[src/hsfs_map.svh]
// Purpose: Register map, field positions and reset values of the fault status bank
// Assumes: 16-bit command codes, byte or word data on the register port
// Notes:   Included by the bank, the power counter and the testbench
// ------------------------------------------------------------------
// Summary of operation
// Overheat fault sets temperature bit 7, latched
// Overheat/underheat warnings set temperature bits 6, 5
// Invalid command code sets communication bit 7
// Invalid data sets communication bit 6
// Bad or missing packet check sets bit 5
// Other communication fault sets communication bit 1
// First to pull alert sets other bit 0
// Enable pin change sets vendor bit 7
// Thermal shutdown latches vendor bit 6
// Supply lockout latches vendor bit 5
// Instant overpower sets vendor bit 4
// Timed overpower expiry sets vendor bit 3
// Bad transistor fault latches vendor bit 2
// Standard copy write-one-clears, mirror write-one-sets
// Reserved status bits always read zero
// Routing bit 1 gates overpower to fault pin
// Routing bit 0 gates overheat to fault pin
// Bad transistor action field bits 7:6, reset 01
// Bad transistor retries bits 5:3, 111 endless
// Host writes 001 into policy low bits
// Counter adds two per over-limit evaluation
// Overpower action bits 4:3, 10 shuts down
// Counter decrements below limit, trips at threshold
// Alert driven low while unmasked status set
// ------------------------------------------------------------------
`ifndef HSFS_MAP_SVH
`define HSFS_MAP_SVH

// Command codes
`define HSFS_A_TEMP_STD   16'h007D
`define HSFS_A_COMM_STD   16'h007E
`define HSFS_A_OTHER_STD  16'h007F
`define HSFS_A_VEND_STD   16'h0080
`define HSFS_A_ROUTING    16'h00D2
`define HSFS_A_FET_POL    16'h00D6
`define HSFS_A_OP_POL     16'h00D7
`define HSFS_A_TEMP_SET   16'hFEC5
`define HSFS_A_COMM_SET   16'hFEC6
`define HSFS_A_VEND_SET   16'hFEC8
`define HSFS_A_TEMP_GATE  16'hFED5
`define HSFS_A_COMM_GATE  16'hFED6
`define HSFS_A_OTHER_SET  16'hFED7
`define HSFS_A_VEND_GATE  16'hFED8
`define HSFS_A_NONE       16'h0000

// Implemented status bits and writable gate bits
`define HSFS_V_TEMP       8'hE0
`define HSFS_V_COMM       8'hE2
`define HSFS_V_OTHER      8'h01
`define HSFS_V_VEND       8'hFC
`define HSFS_GW_TEMP      8'hE0
`define HSFS_GW_COMM      8'hF3
`define HSFS_GW_VEND      8'hFF
`define HSFS_GR_TEMP      8'hE0
`define HSFS_GR_COMM      8'hE3
`define HSFS_GR_VEND      8'hFF

// Configuration reset values and valid bits
`define HSFS_ROUTING_RST  8'h00
`define HSFS_ROUTING_V    8'h03
`define HSFS_FET_POL_RST  8'h41
`define HSFS_OP_POL_RST   16'hFFE0

// Field positions
`define HSFS_RT_OP_BIT    1
`define HSFS_RT_OT_BIT    0
`define HSFS_FET_ACT_MSB  7
`define HSFS_FET_ACT_LSB  6
`define HSFS_FET_RTY_MSB  5
`define HSFS_FET_RTY_LSB  3
`define HSFS_OP_THR_MSB   15
`define HSFS_OP_THR_LSB   5
`define HSFS_OP_ACT_MSB   4
`define HSFS_OP_ACT_LSB   3
`define HSFS_OP_RTY_MSB   2
`define HSFS_OP_RTY_LSB   0

// Field codes
`define HSFS_FETACT_WAIT  2'h1
`define HSFS_OPACT_SHUT   2'h2
`define HSFS_RTY_ENDLESS  3'h7
`define HSFS_CNT_STEP     12'h002

// Synchroniser reset levels, alert line idles high
`define HSFS_SYNC_RST     9'h100

`endif

[src/hsfs_pkg.sv]
// Purpose: Types shared by the fault status bank
// Assumes: Nothing
// Notes:   One-hot codes of the gate control machine
`default_nettype none
package hsfs_pkg;
  typedef enum logic [3:0] {
    HSFS_ON    = 4'h1,
    HSFS_DLY   = 4'h2,
    HSFS_OFF   = 4'h4,
    HSFS_LATCH = 4'h8
  } hsfs_gate_state_type;
endpackage
`default_nettype wire

[src/hsfs_power_counter.sv]
// Purpose: Timed overpower counter, up by two over the limit, down by one below
// Assumes: eval_i and over_i come from same-clock measurement logic
// Notes:   expired_o is a level while the count stands at or above threshold
`include "hsfs_map.svh"
`default_nettype none
module hsfs_power_counter #(
  parameter int CW = 12
) (
  // Clock and reset
  input  wire logic          clk_i,
  input  wire logic          arst_n_i,
  // Measurement
  input  wire logic          eval_i,
  input  wire logic          over_i,
  input  wire logic [10:0]   thr_i,
  // Result
  output logic               expired_o
);

  logic [CW-1:0] cnt_r;
  logic [CW-1:0] cnt_nxt;
  logic          exp_nxt;

  // ------------------------------------------------------------------
  // Counter
  // ------------------------------------------------------------------
  wire logic          at_top  = (cnt_r > ({CW{1'b1}} - `HSFS_CNT_STEP));
  wire logic [CW-1:0] cnt_up  = at_top ? {CW{1'b1}} : cnt_r + `HSFS_CNT_STEP;
  wire logic [CW-1:0] cnt_dn  = (cnt_r == '0) ? '0 : cnt_r - CW'(1);

  assign cnt_nxt = !eval_i ? cnt_r : (over_i ? cnt_up : cnt_dn); // see R21
  assign exp_nxt = (cnt_nxt >= CW'(thr_i));

  always_ff @(posedge clk_i or negedge arst_n_i) begin
    if (!arst_n_i) begin
      cnt_r     <= '0;
      expired_o <= 1'b0;
    end else begin
      cnt_r     <= cnt_nxt;
      expired_o <= exp_nxt;
    end
  end
endmodule
`default_nettype wire

[src/hsfs_bank.sv]
// Purpose: Fault and warning status bank with alert, fault pin and gate control
// Assumes: Command port from the serial engine on clk_i; detector inputs are async
// Notes:   Set wins over a same-cycle clear on every status bit
`include "hsfs_map.svh"
`default_nettype none
module hsfs_bank #(
  parameter int TW            = 16,
  parameter int FET_DLY_CYC   = 1000,
  parameter int RETRY_DLY_CYC = 4000
) (
  // Clock and reset
  input  wire logic        clk_i,
  input  wire logic        arst_n_i,
  // Register port
  input  wire logic [15:0] reg_addr_i,
  input  wire logic        reg_wr_i,
  input  wire logic        reg_rd_i,
  input  wire logic [15:0] reg_wdata_i,
  output logic      [15:0] reg_rdata_o,
  // Serial engine events
  input  wire logic        bad_cmd_i,
  input  wire logic        bad_data_i,
  input  wire logic        packet_check_error_i,
  input  wire logic        misc_comm_i,
  // Detectors, asynchronous
  input  wire logic        overheat_fault_i,
  input  wire logic        overheat_warning_i,
  input  wire logic        underheat_warning_i,
  input  wire logic        en_pin_i,
  input  wire logic        thermal_shutdown_i,
  input  wire logic        supply_lockout_i,
  input  wire logic        instant_overpower_i,
  input  wire logic        bad_transistor_i,
  // Timed power evaluation, same clock
  input  wire logic        power_eval_i,
  input  wire logic        over_timed_power_limit_i,
  // Shared alert line, open drain
  input  wire logic        alert_i,
  output logic             alert_o,
  output logic             alert_oe_o,
  // Fault pin and gate
  output logic             fault_output_pin_o,
  output logic             gate_on_o
);

  localparam int NS = 9;
  localparam int NB = 4;
  localparam logic [TW-1:0] FET_DLY   = TW'(FET_DLY_CYC);
  localparam logic [TW-1:0] RETRY_DLY = TW'(RETRY_DLY_CYC);
  localparam logic [NS-1:0] SYNC_RST  = `HSFS_SYNC_RST;
  localparam logic [15:0] STD_A  [NB] = '{`HSFS_A_TEMP_STD, `HSFS_A_COMM_STD,
                                           `HSFS_A_OTHER_STD, `HSFS_A_VEND_STD};
  localparam logic [15:0] SET_A  [NB] = '{`HSFS_A_TEMP_SET, `HSFS_A_COMM_SET,
                                           `HSFS_A_OTHER_SET, `HSFS_A_VEND_SET};
  localparam logic [15:0] GATE_A [NB] = '{`HSFS_A_TEMP_GATE, `HSFS_A_COMM_GATE,
                                           `HSFS_A_NONE, `HSFS_A_VEND_GATE};
  localparam logic [7:0]  VALID  [NB] = '{`HSFS_V_TEMP, `HSFS_V_COMM,
                                           `HSFS_V_OTHER, `HSFS_V_VEND};
  localparam logic [7:0]  GW     [NB] = '{`HSFS_GW_TEMP, `HSFS_GW_COMM,
                                           8'h00, `HSFS_GW_VEND};
  localparam logic [7:0]  GR     [NB] = '{`HSFS_GR_TEMP, `HSFS_GR_COMM,
                                           8'h00, `HSFS_GR_VEND};

  // ------------------------------------------------------------------
  // Input synchronisers
  // ------------------------------------------------------------------
  logic [NS-1:0] async_in;
  logic [NS-1:0] sync1_r;
  logic [NS-1:0] sync2_r;

  assign async_in = {alert_i, bad_transistor_i, instant_overpower_i, supply_lockout_i,
                     thermal_shutdown_i, en_pin_i, underheat_warning_i,
                     overheat_warning_i, overheat_fault_i};

  for (genvar g = 0; g < NS; g++) begin : g_sync
    always_ff @(posedge clk_i or negedge arst_n_i) begin
      if (!arst_n_i) begin
        sync1_r[g] <= SYNC_RST[g];
        sync2_r[g] <= SYNC_RST[g];
      end else begin
        sync1_r[g] <= async_in[g];
        sync2_r[g] <= sync1_r[g];
      end
    end
  end

  wire logic ot_s   = sync2_r[0];
  wire logic otw_s  = sync2_r[1];
  wire logic utw_s  = sync2_r[2];
  wire logic en_s   = sync2_r[3];
  wire logic tsd_s  = sync2_r[4];
  wire logic uvlo_s = sync2_r[5];
  wire logic inst_s = sync2_r[6];
  wire logic fet_s  = sync2_r[7];
  wire logic line_s = sync2_r[8];

  logic [1:0] en_arm_r;
  logic       en_d_r;
  logic       en_d_seen_r;

  // Arm only once both synchroniser stages hold the pin: no false change at reset
  always_ff @(posedge clk_i or negedge arst_n_i) begin
    if (!arst_n_i) begin
      en_arm_r    <= 2'h0;
      en_d_r      <= 1'b0;
      en_d_seen_r <= 1'b0;
    end else begin
      en_arm_r    <= {en_arm_r[0], 1'b1};
      en_d_r      <= en_s;
      en_d_seen_r <= en_arm_r[1];
    end
  end

  wire logic en_chg = en_d_seen_r & (en_s ^ en_d_r);

  // ------------------------------------------------------------------
  // Address decode
  // ------------------------------------------------------------------
  logic [NB-1:0] std_hit;
  logic [NB-1:0] set_hit;
  logic [NB-1:0] gate_hit;

  for (genvar i = 0; i < NB; i++) begin : g_dec
    assign std_hit[i]  = (reg_addr_i == STD_A[i]);
    assign set_hit[i]  = (reg_addr_i == SET_A[i]);
    assign gate_hit[i] = (reg_addr_i == GATE_A[i]) & (GR[i] != 8'h00);
  end

  wire logic rt_hit   = (reg_addr_i == `HSFS_A_ROUTING);
  wire logic fet_hit  = (reg_addr_i == `HSFS_A_FET_POL);
  wire logic op_hit   = (reg_addr_i == `HSFS_A_OP_POL);
  wire logic addr_hit = (|std_hit) | (|set_hit) | (|gate_hit) | rt_hit | fet_hit | op_hit;
  wire logic bad_cmd  = bad_cmd_i | ((reg_wr_i | reg_rd_i) & !addr_hit);

  // ------------------------------------------------------------------
  // Configuration registers
  // ------------------------------------------------------------------
  logic [7:0]  routing_r;
  logic [7:0]  fet_pol_r;
  logic [15:0] op_pol_r;

  always_ff @(posedge clk_i or negedge arst_n_i) begin
    if (!arst_n_i) begin
      routing_r <= `HSFS_ROUTING_RST;
      fet_pol_r <= `HSFS_FET_POL_RST;
      op_pol_r  <= `HSFS_OP_POL_RST;
    end else begin
      if (reg_wr_i && rt_hit) begin
        routing_r <= reg_wdata_i[7:0] & `HSFS_ROUTING_V;
      end
      if (reg_wr_i && fet_hit) begin
        fet_pol_r <= reg_wdata_i[7:0];
      end
      if (reg_wr_i && op_hit) begin
        op_pol_r <= reg_wdata_i;
      end
    end
  end

  wire logic [1:0]  fet_act = fet_pol_r[`HSFS_FET_ACT_MSB:`HSFS_FET_ACT_LSB];
  wire logic [2:0]  fet_rty = fet_pol_r[`HSFS_FET_RTY_MSB:`HSFS_FET_RTY_LSB];
  wire logic [10:0] op_thr  = op_pol_r[`HSFS_OP_THR_MSB:`HSFS_OP_THR_LSB];
  wire logic [1:0]  op_act  = op_pol_r[`HSFS_OP_ACT_MSB:`HSFS_OP_ACT_LSB];
  wire logic [2:0]  op_rty  = op_pol_r[`HSFS_OP_RTY_MSB:`HSFS_OP_RTY_LSB];

  // ------------------------------------------------------------------
  // Timed overpower counter
  // ------------------------------------------------------------------
  logic timed_exp;

  hsfs_power_counter #(
    .CW (12)
  ) u_power_counter (
    .clk_i     (clk_i),
    .arst_n_i  (arst_n_i),
    .eval_i    (power_eval_i),
    .over_i    (over_timed_power_limit_i),
    .thr_i     (op_thr),
    .expired_o (timed_exp)
  );

  // ------------------------------------------------------------------
  // Status bytes and alert gates
  // ------------------------------------------------------------------
  logic [7:0] stat_r [NB];
  logic [7:0] gate_r [NB];
  logic [7:0] hw_set [NB];
  logic [7:0] stat_nxt [NB];
  logic [7:0] rd_part [NB];
  logic       alert_req;
  logic       alert_drv_r;
  logic       first_evt;

  assign first_evt = alert_req & !alert_drv_r & line_s;
  assign hw_set[0] = {ot_s, otw_s, utw_s, 5'h00};                              // see R1
  assign hw_set[1] = {bad_cmd, bad_data_i, packet_check_error_i, 3'h0,
                      misc_comm_i, 1'b0};                                       // see R4 see R5
  assign hw_set[2] = {7'h00, first_evt};
  assign hw_set[3] = {en_chg, tsd_s, uvlo_s, inst_s, timed_exp, fet_s, 2'h0};  // see R8
                                                                               // see R10
                                                                               // see R12

  for (genvar i = 0; i < NB; i++) begin : g_stat
    wire logic [7:0] clr_m = (reg_wr_i & std_hit[i]) ? reg_wdata_i[7:0] : 8'h00;
    wire logic [7:0] set_m = (reg_wr_i & set_hit[i]) ? reg_wdata_i[7:0] : 8'h00;
    // Hardware set wins over a write-one clear in the same cycle
    assign stat_nxt[i] = ((stat_r[i] & ~clr_m) | hw_set[i] | set_m) & VALID[i]; // see R14
    assign rd_part[i]  = ((std_hit[i] | set_hit[i]) ? stat_r[i] : 8'h00) |
                         (gate_hit[i] ? gate_r[i] : 8'h00);

    always_ff @(posedge clk_i or negedge arst_n_i) begin
      if (!arst_n_i) begin
        stat_r[i] <= 8'h00;
        gate_r[i] <= GR[i];
      end else begin
        stat_r[i] <= stat_nxt[i];
        if (reg_wr_i && gate_hit[i]) begin
          gate_r[i] <= (reg_wdata_i[7:0] & GW[i]) | (GR[i] & ~GW[i]);
        end
      end
    end
  end

  // Gate bit of one lets the status bit pull the alert line
  assign alert_req = |((stat_r[0] & gate_r[0]) | (stat_r[1] & gate_r[1]) |
                       (stat_r[3] & gate_r[3]));
  assign alert_o   = 1'b0;

  always_ff @(posedge clk_i or negedge arst_n_i) begin
    if (!arst_n_i) begin
      alert_drv_r <= 1'b0;
    end else begin
      alert_drv_r <= alert_req;
    end
  end

  assign alert_oe_o = alert_drv_r;

  // ------------------------------------------------------------------
  // Read data
  // ------------------------------------------------------------------
  wire logic [15:0] rd_mux = {8'h00, rd_part[0] | rd_part[1] | rd_part[2] | rd_part[3]} |
                             (rt_hit  ? {8'h00, routing_r} : 16'h0000) |
                             (fet_hit ? {8'h00, fet_pol_r} : 16'h0000) |
                             (op_hit  ? op_pol_r           : 16'h0000);

  always_ff @(posedge clk_i or negedge arst_n_i) begin
    if (!arst_n_i) begin
      reg_rdata_o <= 16'h0000;
    end else if (reg_rd_i) begin
      reg_rdata_o <= rd_mux;
    end
  end

  // ------------------------------------------------------------------
  // Fault pin
  // ------------------------------------------------------------------
  wire logic op_flag  = stat_r[3][4] | stat_r[3][3];
  wire logic flt_nxt  = (routing_r[`HSFS_RT_OP_BIT] & op_flag) |
                        (routing_r[`HSFS_RT_OT_BIT] & stat_r[0][7]);

  always_ff @(posedge clk_i or negedge arst_n_i) begin
    if (!arst_n_i) begin
      fault_output_pin_o <= 1'b0;
    end else begin
      fault_output_pin_o <= flt_nxt;
    end
  end

  // ------------------------------------------------------------------
  // Gate control: fault response and retries
  // ------------------------------------------------------------------
  hsfs_pkg::hsfs_gate_state_type st_r;
  hsfs_pkg::hsfs_gate_state_type st_nxt;
  logic [TW-1:0] tmr_r;
  logic [TW-1:0] tmr_nxt;
  logic [2:0]    used_r;
  logic [2:0]    used_nxt;
  logic          cause_fet_r;
  logic          cause_fet_nxt;
  logic          gate_nxt;

  wire logic       op_trip   = (op_act == `HSFS_OPACT_SHUT) & (inst_s | timed_exp);
  wire logic       fet_wait  = fet_s & (fet_act == `HSFS_FETACT_WAIT);
  wire logic [2:0] allowed   = cause_fet_r ? fet_rty : op_rty;
  wire logic       endless   = (allowed == `HSFS_RTY_ENDLESS);
  wire logic       may_retry = endless | (used_r < allowed);
  wire logic [TW-1:0] tmr_dec = (tmr_r == '0) ? '0 : tmr_r - TW'(1);

  always_comb begin
    st_nxt        = st_r;
    tmr_nxt       = tmr_dec;
    used_nxt      = used_r;
    cause_fet_nxt = cause_fet_r;
    case (st_r)
      hsfs_pkg::HSFS_ON: begin
        if (op_trip) begin
          st_nxt        = hsfs_pkg::HSFS_OFF;
          tmr_nxt       = RETRY_DLY;
          cause_fet_nxt = 1'b0;
        end else if (fet_wait) begin
          st_nxt  = hsfs_pkg::HSFS_DLY;
          tmr_nxt = FET_DLY;
        end
      end
      hsfs_pkg::HSFS_DLY: begin
        if (op_trip) begin
          st_nxt        = hsfs_pkg::HSFS_OFF;
          tmr_nxt       = RETRY_DLY;
          cause_fet_nxt = 1'b0;
        end else if (!fet_s) begin
          st_nxt = hsfs_pkg::HSFS_ON;
        end else if (tmr_r == '0) begin
          st_nxt        = hsfs_pkg::HSFS_OFF;
          tmr_nxt       = RETRY_DLY;
          cause_fet_nxt = 1'b1;
        end
      end
      hsfs_pkg::HSFS_OFF: begin
        if (tmr_r == '0) begin
          if (may_retry) begin
            st_nxt = hsfs_pkg::HSFS_ON;
            if (!endless) begin
              used_nxt = used_r + 3'h1;
            end
          end else begin
            st_nxt = hsfs_pkg::HSFS_LATCH;
          end
        end
      end
      hsfs_pkg::HSFS_LATCH: begin
        if (en_chg) begin
          st_nxt   = hsfs_pkg::HSFS_ON;
          used_nxt = 3'h0;
        end
      end
      default: begin
        st_nxt = hsfs_pkg::HSFS_ON;
      end
    endcase
  end

  assign gate_nxt = en_s & ((st_nxt == hsfs_pkg::HSFS_ON) | (st_nxt == hsfs_pkg::HSFS_DLY));

  always_ff @(posedge clk_i or negedge arst_n_i) begin
    if (!arst_n_i) begin
      st_r        <= hsfs_pkg::HSFS_ON;
      tmr_r       <= '0;
      used_r      <= 3'h0;
      cause_fet_r <= 1'b0;
      gate_on_o   <= 1'b0;
    end else begin
      st_r        <= st_nxt;
      tmr_r       <= tmr_nxt;
      used_r      <= used_nxt;
      cause_fet_r <= cause_fet_nxt;
      gate_on_o   <= gate_nxt;
    end
  end
endmodule
`default_nettype wire

[config.mk]
export PLATFORM = sky130hd
export DESIGN_NAME = hsfs_bank
export DESIGN_NICKNAME = d
export VERILOG_FILES = /design/src/hsfs_pkg.sv /design/src/hsfs_power_counter.sv /design/src/hsfs_bank.sv
export VERILOG_INCLUDE_DIRS = /design/src
export SDC_FILE = /design/constraint.sdc
export NUM_CORES = 1
export LEC_CHECK = 0
export BUFFER_PORTS_ARGS = -buffer_cell sky130_fd_sc_hd__buf_2
export CORE_MARGIN = 5
export CORE_UTILIZATION = 55
export DETAILED_ROUTE_END_ITERATION = 12
export HOLD_SLACK_MARGIN = 0.02
export PLACE_DENSITY = 0.75
export RECOVER_POWER = 25
export SLEW_MARGIN = 20
export SYNTH_ARGS = -nofsm -noshare
export SYNTH_HDL_FRONTEND = slang
export SYNTH_SLANG_ARGS = --single-unit
[constraint.sdc]
create_clock -name clk_i -period 4.1 [get_ports clk_i]
set_clock_uncertainty 0.05 [all_clocks]
set_input_delay 0.82 -clock clk_i [delete_from_list [all_inputs] [get_ports clk_i]]
set_output_delay 0.82 -clock clk_i [all_outputs]
set_load 0.01 [all_outputs]
==> results of run 1 <==
-- Yosys cell counts, types with 3 or more instances --
master,number
and2_1,4
nor2_1,48
nand4_1,10
dfrtp_1,103
or4_1,3
buf_4,3
nand2b_1,11
o21bai_1,3
o21a_1,3
nand3b_1,3
buf_6,7
o31ai_1,6
nor3_1,13
and4b_1,3
nor4_1,11
buf_2,6
a31oi_1,9
a222oi_1,6
nand2_1,55
ha_1,19
a22o_1,6
mux2_2,41
dfstp_2,32
inv_1,34
xor2_1,4
or3_1,4
nor2b_1,6
and4_1,5
a221oi_1,9
xnor2_1,9
a21oi_1,28
mux2i_1,7
a22oi_1,5
clkbuf_1,14
a211oi_1,4
nand4b_1,3
o21ai_0,41
and3_1,3
nor4b_1,4
nand3_1,22
a221o_1,14
-- critical path, cell delays in order (launching register included) --
cell	delay [ns]
dfrtp_1	0.43
inv_1	0.09
ha_1	0.24
nand4bb_1	0.29
o41ai_2	0.66
a21oi_1	0.17
or2_2	0.30
ha_1	0.27
nand2b_1	0.14
a2111oi_0	0.51
o21bai_1	0.18
a41oi_1	0.25
o21bai_1	0.10
-- layer usage --
metal	vias to the layer above	GRT usage (%)	wire length [µm]
li1	2612	-	-
met1	2761	30.6	7210
met2	205	40.4	8690
met3	31	6.59	1060
met4	0	9.87	357
met5	-	0	0
-- power groups by stage --
stage	Clock, mW	Sequential, mW	Combinational [mW]
after global placement	0	1.66	0.618
after global routing	1.56	1.68	0.742
after detailed placement	0	1.67	0.647
final	1.47	1.66	0.650
after floorplan	0	1.59	0.547
after CTS	1.49	1.65	0.651
-- flip-flops by register name, summed over array words and instances, names as in the netlist, 4 cells and up --
| name | cells |
|---|---|
| op_pol_r | 16 |
| st_r | 4 |
| reg_rdata_o | 16 |
| sync1_r | 9 |
| tmr_r | 16 |
| gate_r | 17 |
| u_power_counter.cnt_r | 12 |
| stat_r | 14 |
| fet_pol_r | 8 |
-- per-stage QoR --
step	area (µm²)	utilization (%)	hold slack [ns]	power (mW)
after floorplan	7010	-	0.281	2.14
after global placement	7420	59.1	0.282	2.28
after detailed placement	7420	59.1	0.285	2.32
after CTS	7990	63.6	0.296	3.79
after global routing	7990	63.5	0.307	3.98
final	7990	63.5	0.295	3.77
-- worst paths after layout --
kind                                             endpoint  cells after the start                     start
worst max-delay path            u_power_counter.expired_o                     12  u_power_counter.cnt_r[0]
worst min-delay path                                fet_s                      0                sync1_r[7]
worst max register to register  u_power_counter.expired_o                     12  u_power_counter.cnt_r[0]
worst min register to register                      fet_s                      0                sync1_r[7]
max in group asynchronous                       stat_r[5]                      1                  arst_n_i
min in group asynchronous                          en_d_r                      1                  arst_n_i
-- kinds of logic after synthesis --
group | Yosys count | share of synthesized area [%]
AO/OA/AOI/OAI | 161 | 16.6
XOR/XNOR | 13 | 1.63
adder cells (fa/ha/maj) | 19 | 3.39
buffers and inverters | 65 | 4.50
flip-flops | 135 | 48.8
multiplexers | 48 | 7.59
other | 2 | 0.107
AND/OR/NAND/NOR | 224 | 17.4
-- area by class of cell --
cell class	instances	area share, %
Clock buffer	18	5.37
Clock inverter	14	1.77
Multi-Input combinational cell	467	41.0
Inverter	34	1.60
Sequential cell	135	42.8
Timing Repair Buffer	74	4.79
Tap cell	172	2.69
-- layout by cell type, fill, tap and decap left out, drive strengths merged, types with 4 or more instances in the layout --
master and n:
and4 5, a211oi 4, o31ai 6, nor2b 6
nand2b 11, nand4 10, nor4b 4, dfrtp 103
nand3 22, nor3 14, dfstp 32, clkbuf 19
inv 41, a221o 14, or3 4, ha 19
buf 73, xnor2 9, a22oi 5, mux2i 7
or4 5, nand2 55, a222oi 6, nor2 48
mux2 41, xor2 4, a221oi 9, a31oi 9
a22o 6, nor4 14, a21oi 28, and2 4
o21ai 41
==> run metrics, run 1 <==
run status=complete, but fails checks; failing checks=max-capacitance violations, max-slew violations; average wire per standard cell=18.9 µm; Max Root-Sink Buffers=2; Synth area leader=dfrtp_1; initial antenna violation count=0; drt first pass iters=5; mapped cell area=7010 µm²; CTS H-tree depth=4; largest net degree at the start of global routing=107; DR DRC count=0; ANT cells=0; CP Capture Type=flop; Clock Latency Late Sink=0.43 ns; port buffer count=69; ratio of cells with drive above 1 in the final layout=25.9%; global-route wire length before repair=28,700 µm; die height=123 µm; part of the power in registers=43.9%; relative slew slack=-71.4%; Root Buffer=clkbuf_16; Setup CP Type=flop to flop; HPWL Detailed=12,500 µm; Post-synth EDFFs=0; clock transition at the registers of the reported paths=0.06 ns; Post-CTS Setup Bufs=0; core box area=12,600 µm²; Clock Power Share=38.9%; fin worst setup slack=0.295 ns; clk sinks=135; die extent in x=123 µm; Cells after DPL=882; setup slack, reg-to-reg=0.29 ns; Hold Buf Count CTS=0; CTS tree=done; vias in the first global route=5,744; Synth top area share=36.8%; WP data required=4.36 ns; dpl ws=0.359 ns; crit-path max FO=7; sequential share of the synthesized area=48.8%; synth unique cells=75; Fillers=1,001; row count=41; sw power=1.18 mW; vias=5,609; max_cap viols=1; area occupied by multi-input gates=3270 µm²; Leakage=3.38 nW; Final Max Slew Viols=107; Setup crit start kind=flop; Total Routing Usage GR=24.5%; Int Power=2.59 mW; Layout Nets=799; Tmin final=3.81 ns; post-CTS sizing=0; Gate Count Post-Synth=667; switching share of power=31.3%; mean post-synth cell area=10.5 µm²; post-route setup TNS=0 ns; total grt overflow=0; Initial DRC Count=497; area occupied by registers=3420 µm²; Worst Tran Pin Value=2.57 ns; power per cell area=473 nW/µm²; Worst Hold Class=flop to flop; Final Setup Violations=0; Fin. Hold Viols=0; Routed WL=17,300 µm; Die ar.=15,100 µm²; combinational share of power=17.2%; Routed Antenna Nets=0; synthesis-to-layout area growth=14.0%; Starting Density=55.7%; Fmax achieved=263 MHz; fin crit share=92.8%; arrival time worst endpoint=4.06 ns; peak supply drop=359 µV; Area contributors post-synth=dfrtp_1 37%, dfstp_2 12%, mux2_2 6.6%; total CTS buffers=17; placer congestion estimate=0.926; RSZ-0062 raised after global routing=false; Synth Flop Type=dfrtp_1; Ports=71; Async SR Flop Fraction=100%; final cell count without fillers=914; syn nets=737; Vias/cell=6.14; Yosys reg bits=135; warnings from Yosys=0
No activity file was read; power rests on OpenSTA's default activity.
==> inputs of run 2 (changes only) <==
RECOVER_POWER = 100   (was 25)
==> run 2 against run 1 <==
The run still ends with max-capacitance violations, max-slew violations left. Register-to-register slack better by 0.02 ns. Combinational power down 1%. Sequential cell count unchanged. Global-route usage unchanged. Die area unchanged. Setup slack better by 0.016 ns. Critical path depth unchanged. Largest cell class unchanged.
==> run metrics, run 2 (synthesis results as in run 1) <==
RSZ-0062 raised after global routing=false; post-CTS sizing=0; sw power=1.18 mW; Root Buffer=clkbuf_16; WP data required=4.36 ns; worst r2r path cells=12; initial antenna violation count=0; end of the worst hold path=fet_s; max_cap viols=1; row count=41; Clock Latency Late Sink=0.43 ns; fin worst setup slack=0.311 ns; clk sinks=135; Critical path buffers and inverters=1; Leakage=3.28 nW; largest net degree at the start of global routing=107; Die ar.=15,100 µm²; die height=123 µm; placer congestion estimate=0.926; setup slack, reg-to-reg=0.31 ns; part of the power in registers=43.9%; vias=5,651; Vias/cell=6.18; Largest delay share family, worst path=compound AO/OA/AOI/OAI gates; commonest cells after routing, fill and taps aside=103 x dfrtp_1, 55 x nand2_1, 48 x nor2_1; clock transition at the registers of the reported paths=0.06 ns; CP max stage cell=o41ai_2; CP cell instances=inv_1 -> ha_1 -> nand4bb_1 -> o41ai_2 -> a21oi_1 -> or2_2 -> ha_1 -> nand2b_1 -> a2111oi_0 -> o21bai_1 -> a41oi_1 -> o21bai_1; Post-CTS Setup Bufs=0; relative slew slack=-71.7%; max incr delay on CP=0.65 ns; CP Capture Type=flop; Top reg by flops=gate_r; Int Power=2.59 mW; Setup crit start kind=flop; CTS H-tree depth=4; Final Setup Violations=0; synthesis-to-layout area growth=13.0%; die extent in x=123 µm; Hold Startpoint=sync1_r[7]; total CTS buffers=17; r2r endpoint=u_power_counter.expired_o; total grt overflow=0; commonest non-fill, non-tap cell in the layout=dfrtp_1; HPWL Detailed=12,500 µm; post-route setup TNS=0 ns; Layout Nets=799; fin crit share=92.4%; Fin. Hold Viols=0; Ports=71; switching share of power=31.3%; power per cell area=475 nW/µm²; Worst Tran Pin Value=2.57 ns; Max Root-Sink Buffers=2; Final Max Slew Viols=107; vias in the first global route=5,744; crit-path max FO=7; ratio of cells with drive above 1 in the final layout=21.2%; global-route wire length before repair=28,700 µm; peak supply drop=359 µV; Starting Density=55.7%; DR DRC count=0; Routed WL=17,300 µm; average wire per standard cell=19.0 µm; worst reg2reg startpoint=u_power_counter.cnt_r[0]; Fmax achieved=264 MHz; arrival time worst endpoint=4.05 ns; number of flip-flops under the largest register name=17; Routed Antenna Nets=0; Worst Hold Class=flop to flop; failing checks=max-capacitance violations, max-slew violations; CTS tree=done; Initial DRC Count=464; Tmin final=3.79 ns; combinational share of power=17.1%; run status=complete, but fails checks; ANT cells=0; Total Routing Usage GR=24.5%; port buffer count=69; Hold Buf Count CTS=0; Clock Power Share=39.0%; Setup CP Type=flop to flop; drt first pass iters=5; core box area=12,600 µm²; Hold Path Cell Cnt=0; dpl ws=0.359 ns
[run 2: changes by cell type in the layout (fill, tap and decap cells not counted), sizes merged]
cell    change
clkbuf     +27
buf        -27
[run 2: metrics by stage]
| stage | instances | utilization [%] | instance area, µm² | hold WS, ns | power (mW) |
|---|---|---|---|---|---|
| 2_1_floorplan | 667 | - | 7010 | 0.281 | 2.14 |
| 5_1_grt | 914 | 63.0 | 7920 | 0.307 | 3.97 |
| 4_1_cts | 914 | 63.6 | 7990 | 0.296 | 3.79 |
| 6_report | 914 | 63.0 | 7920 | 0.295 | 3.76 |
| 3_3_place_gp | 882 | 59.1 | 7420 | 0.282 | 2.28 |
| 3_5_place_dp | 882 | 59.1 | 7420 | 0.285 | 2.32 |
[run 2: routing by layer]
layer / share of wire [%] / up-vias / track usage [%]
met5: 0 / - / 0
met4: 2.0 / 0 / 9.87
met3: 6.9 / 35 / 6.59
met2: 50 / 249 / 40.4
met1: 41 / 2756 / 30.6
li1: - / 2611 / -
[run 2: area by class of cell]
cell class                      count  area [µm²]
Fill cell                        1022        4650
Clock inverter                     14         141
Sequential cell                   135        3420
Inverter                           34         128
Clock buffer                       18         429
Timing Repair Buffer               74         339
Multi-Input combinational cell    467        3250
Tap cell                          172         215
[run 2: power by group through the flow]
| stage | Combinational, mW | Clock (mW) | Sequential [mW] |
|---|---|---|---|
| floorplan | 0.547 | 0 | 1.59 |
| global placement | 0.618 | 0 | 1.66 |
| detailed placement | 0.647 | 0 | 1.67 |
| CTS | 0.651 | 1.49 | 1.65 |
| global route | 0.735 | 1.56 | 1.68 |
| finish | 0.642 | 1.47 | 1.65 |
[run 2: worst max path at each step]
| stage | from | endpoint | slack (ns) | cells after the start |
|---|---|---|---|---|
| 2_1_floorplan | u_power_counter.cnt_r[3] | u_power_counter.expired_o | 0.94 | 13 |
| 3_3_place_gp | u_power_counter.cnt_r[0] | u_power_counter.expired_o | 0.58 | 12 |
| 3_5_place_dp | u_power_counter.cnt_r[0] | u_power_counter.expired_o | 0.36 | 12 |
| 4_1_cts | u_power_counter.cnt_r[0] | u_power_counter.expired_o | 0.32 | 12 |
| 5_1_grt | u_power_counter.cnt_r[0] | u_power_counter.expired_o | 0.02 | 12 |
| 6_report | u_power_counter.cnt_r[0] | u_power_counter.expired_o | 0.31 | 12 |
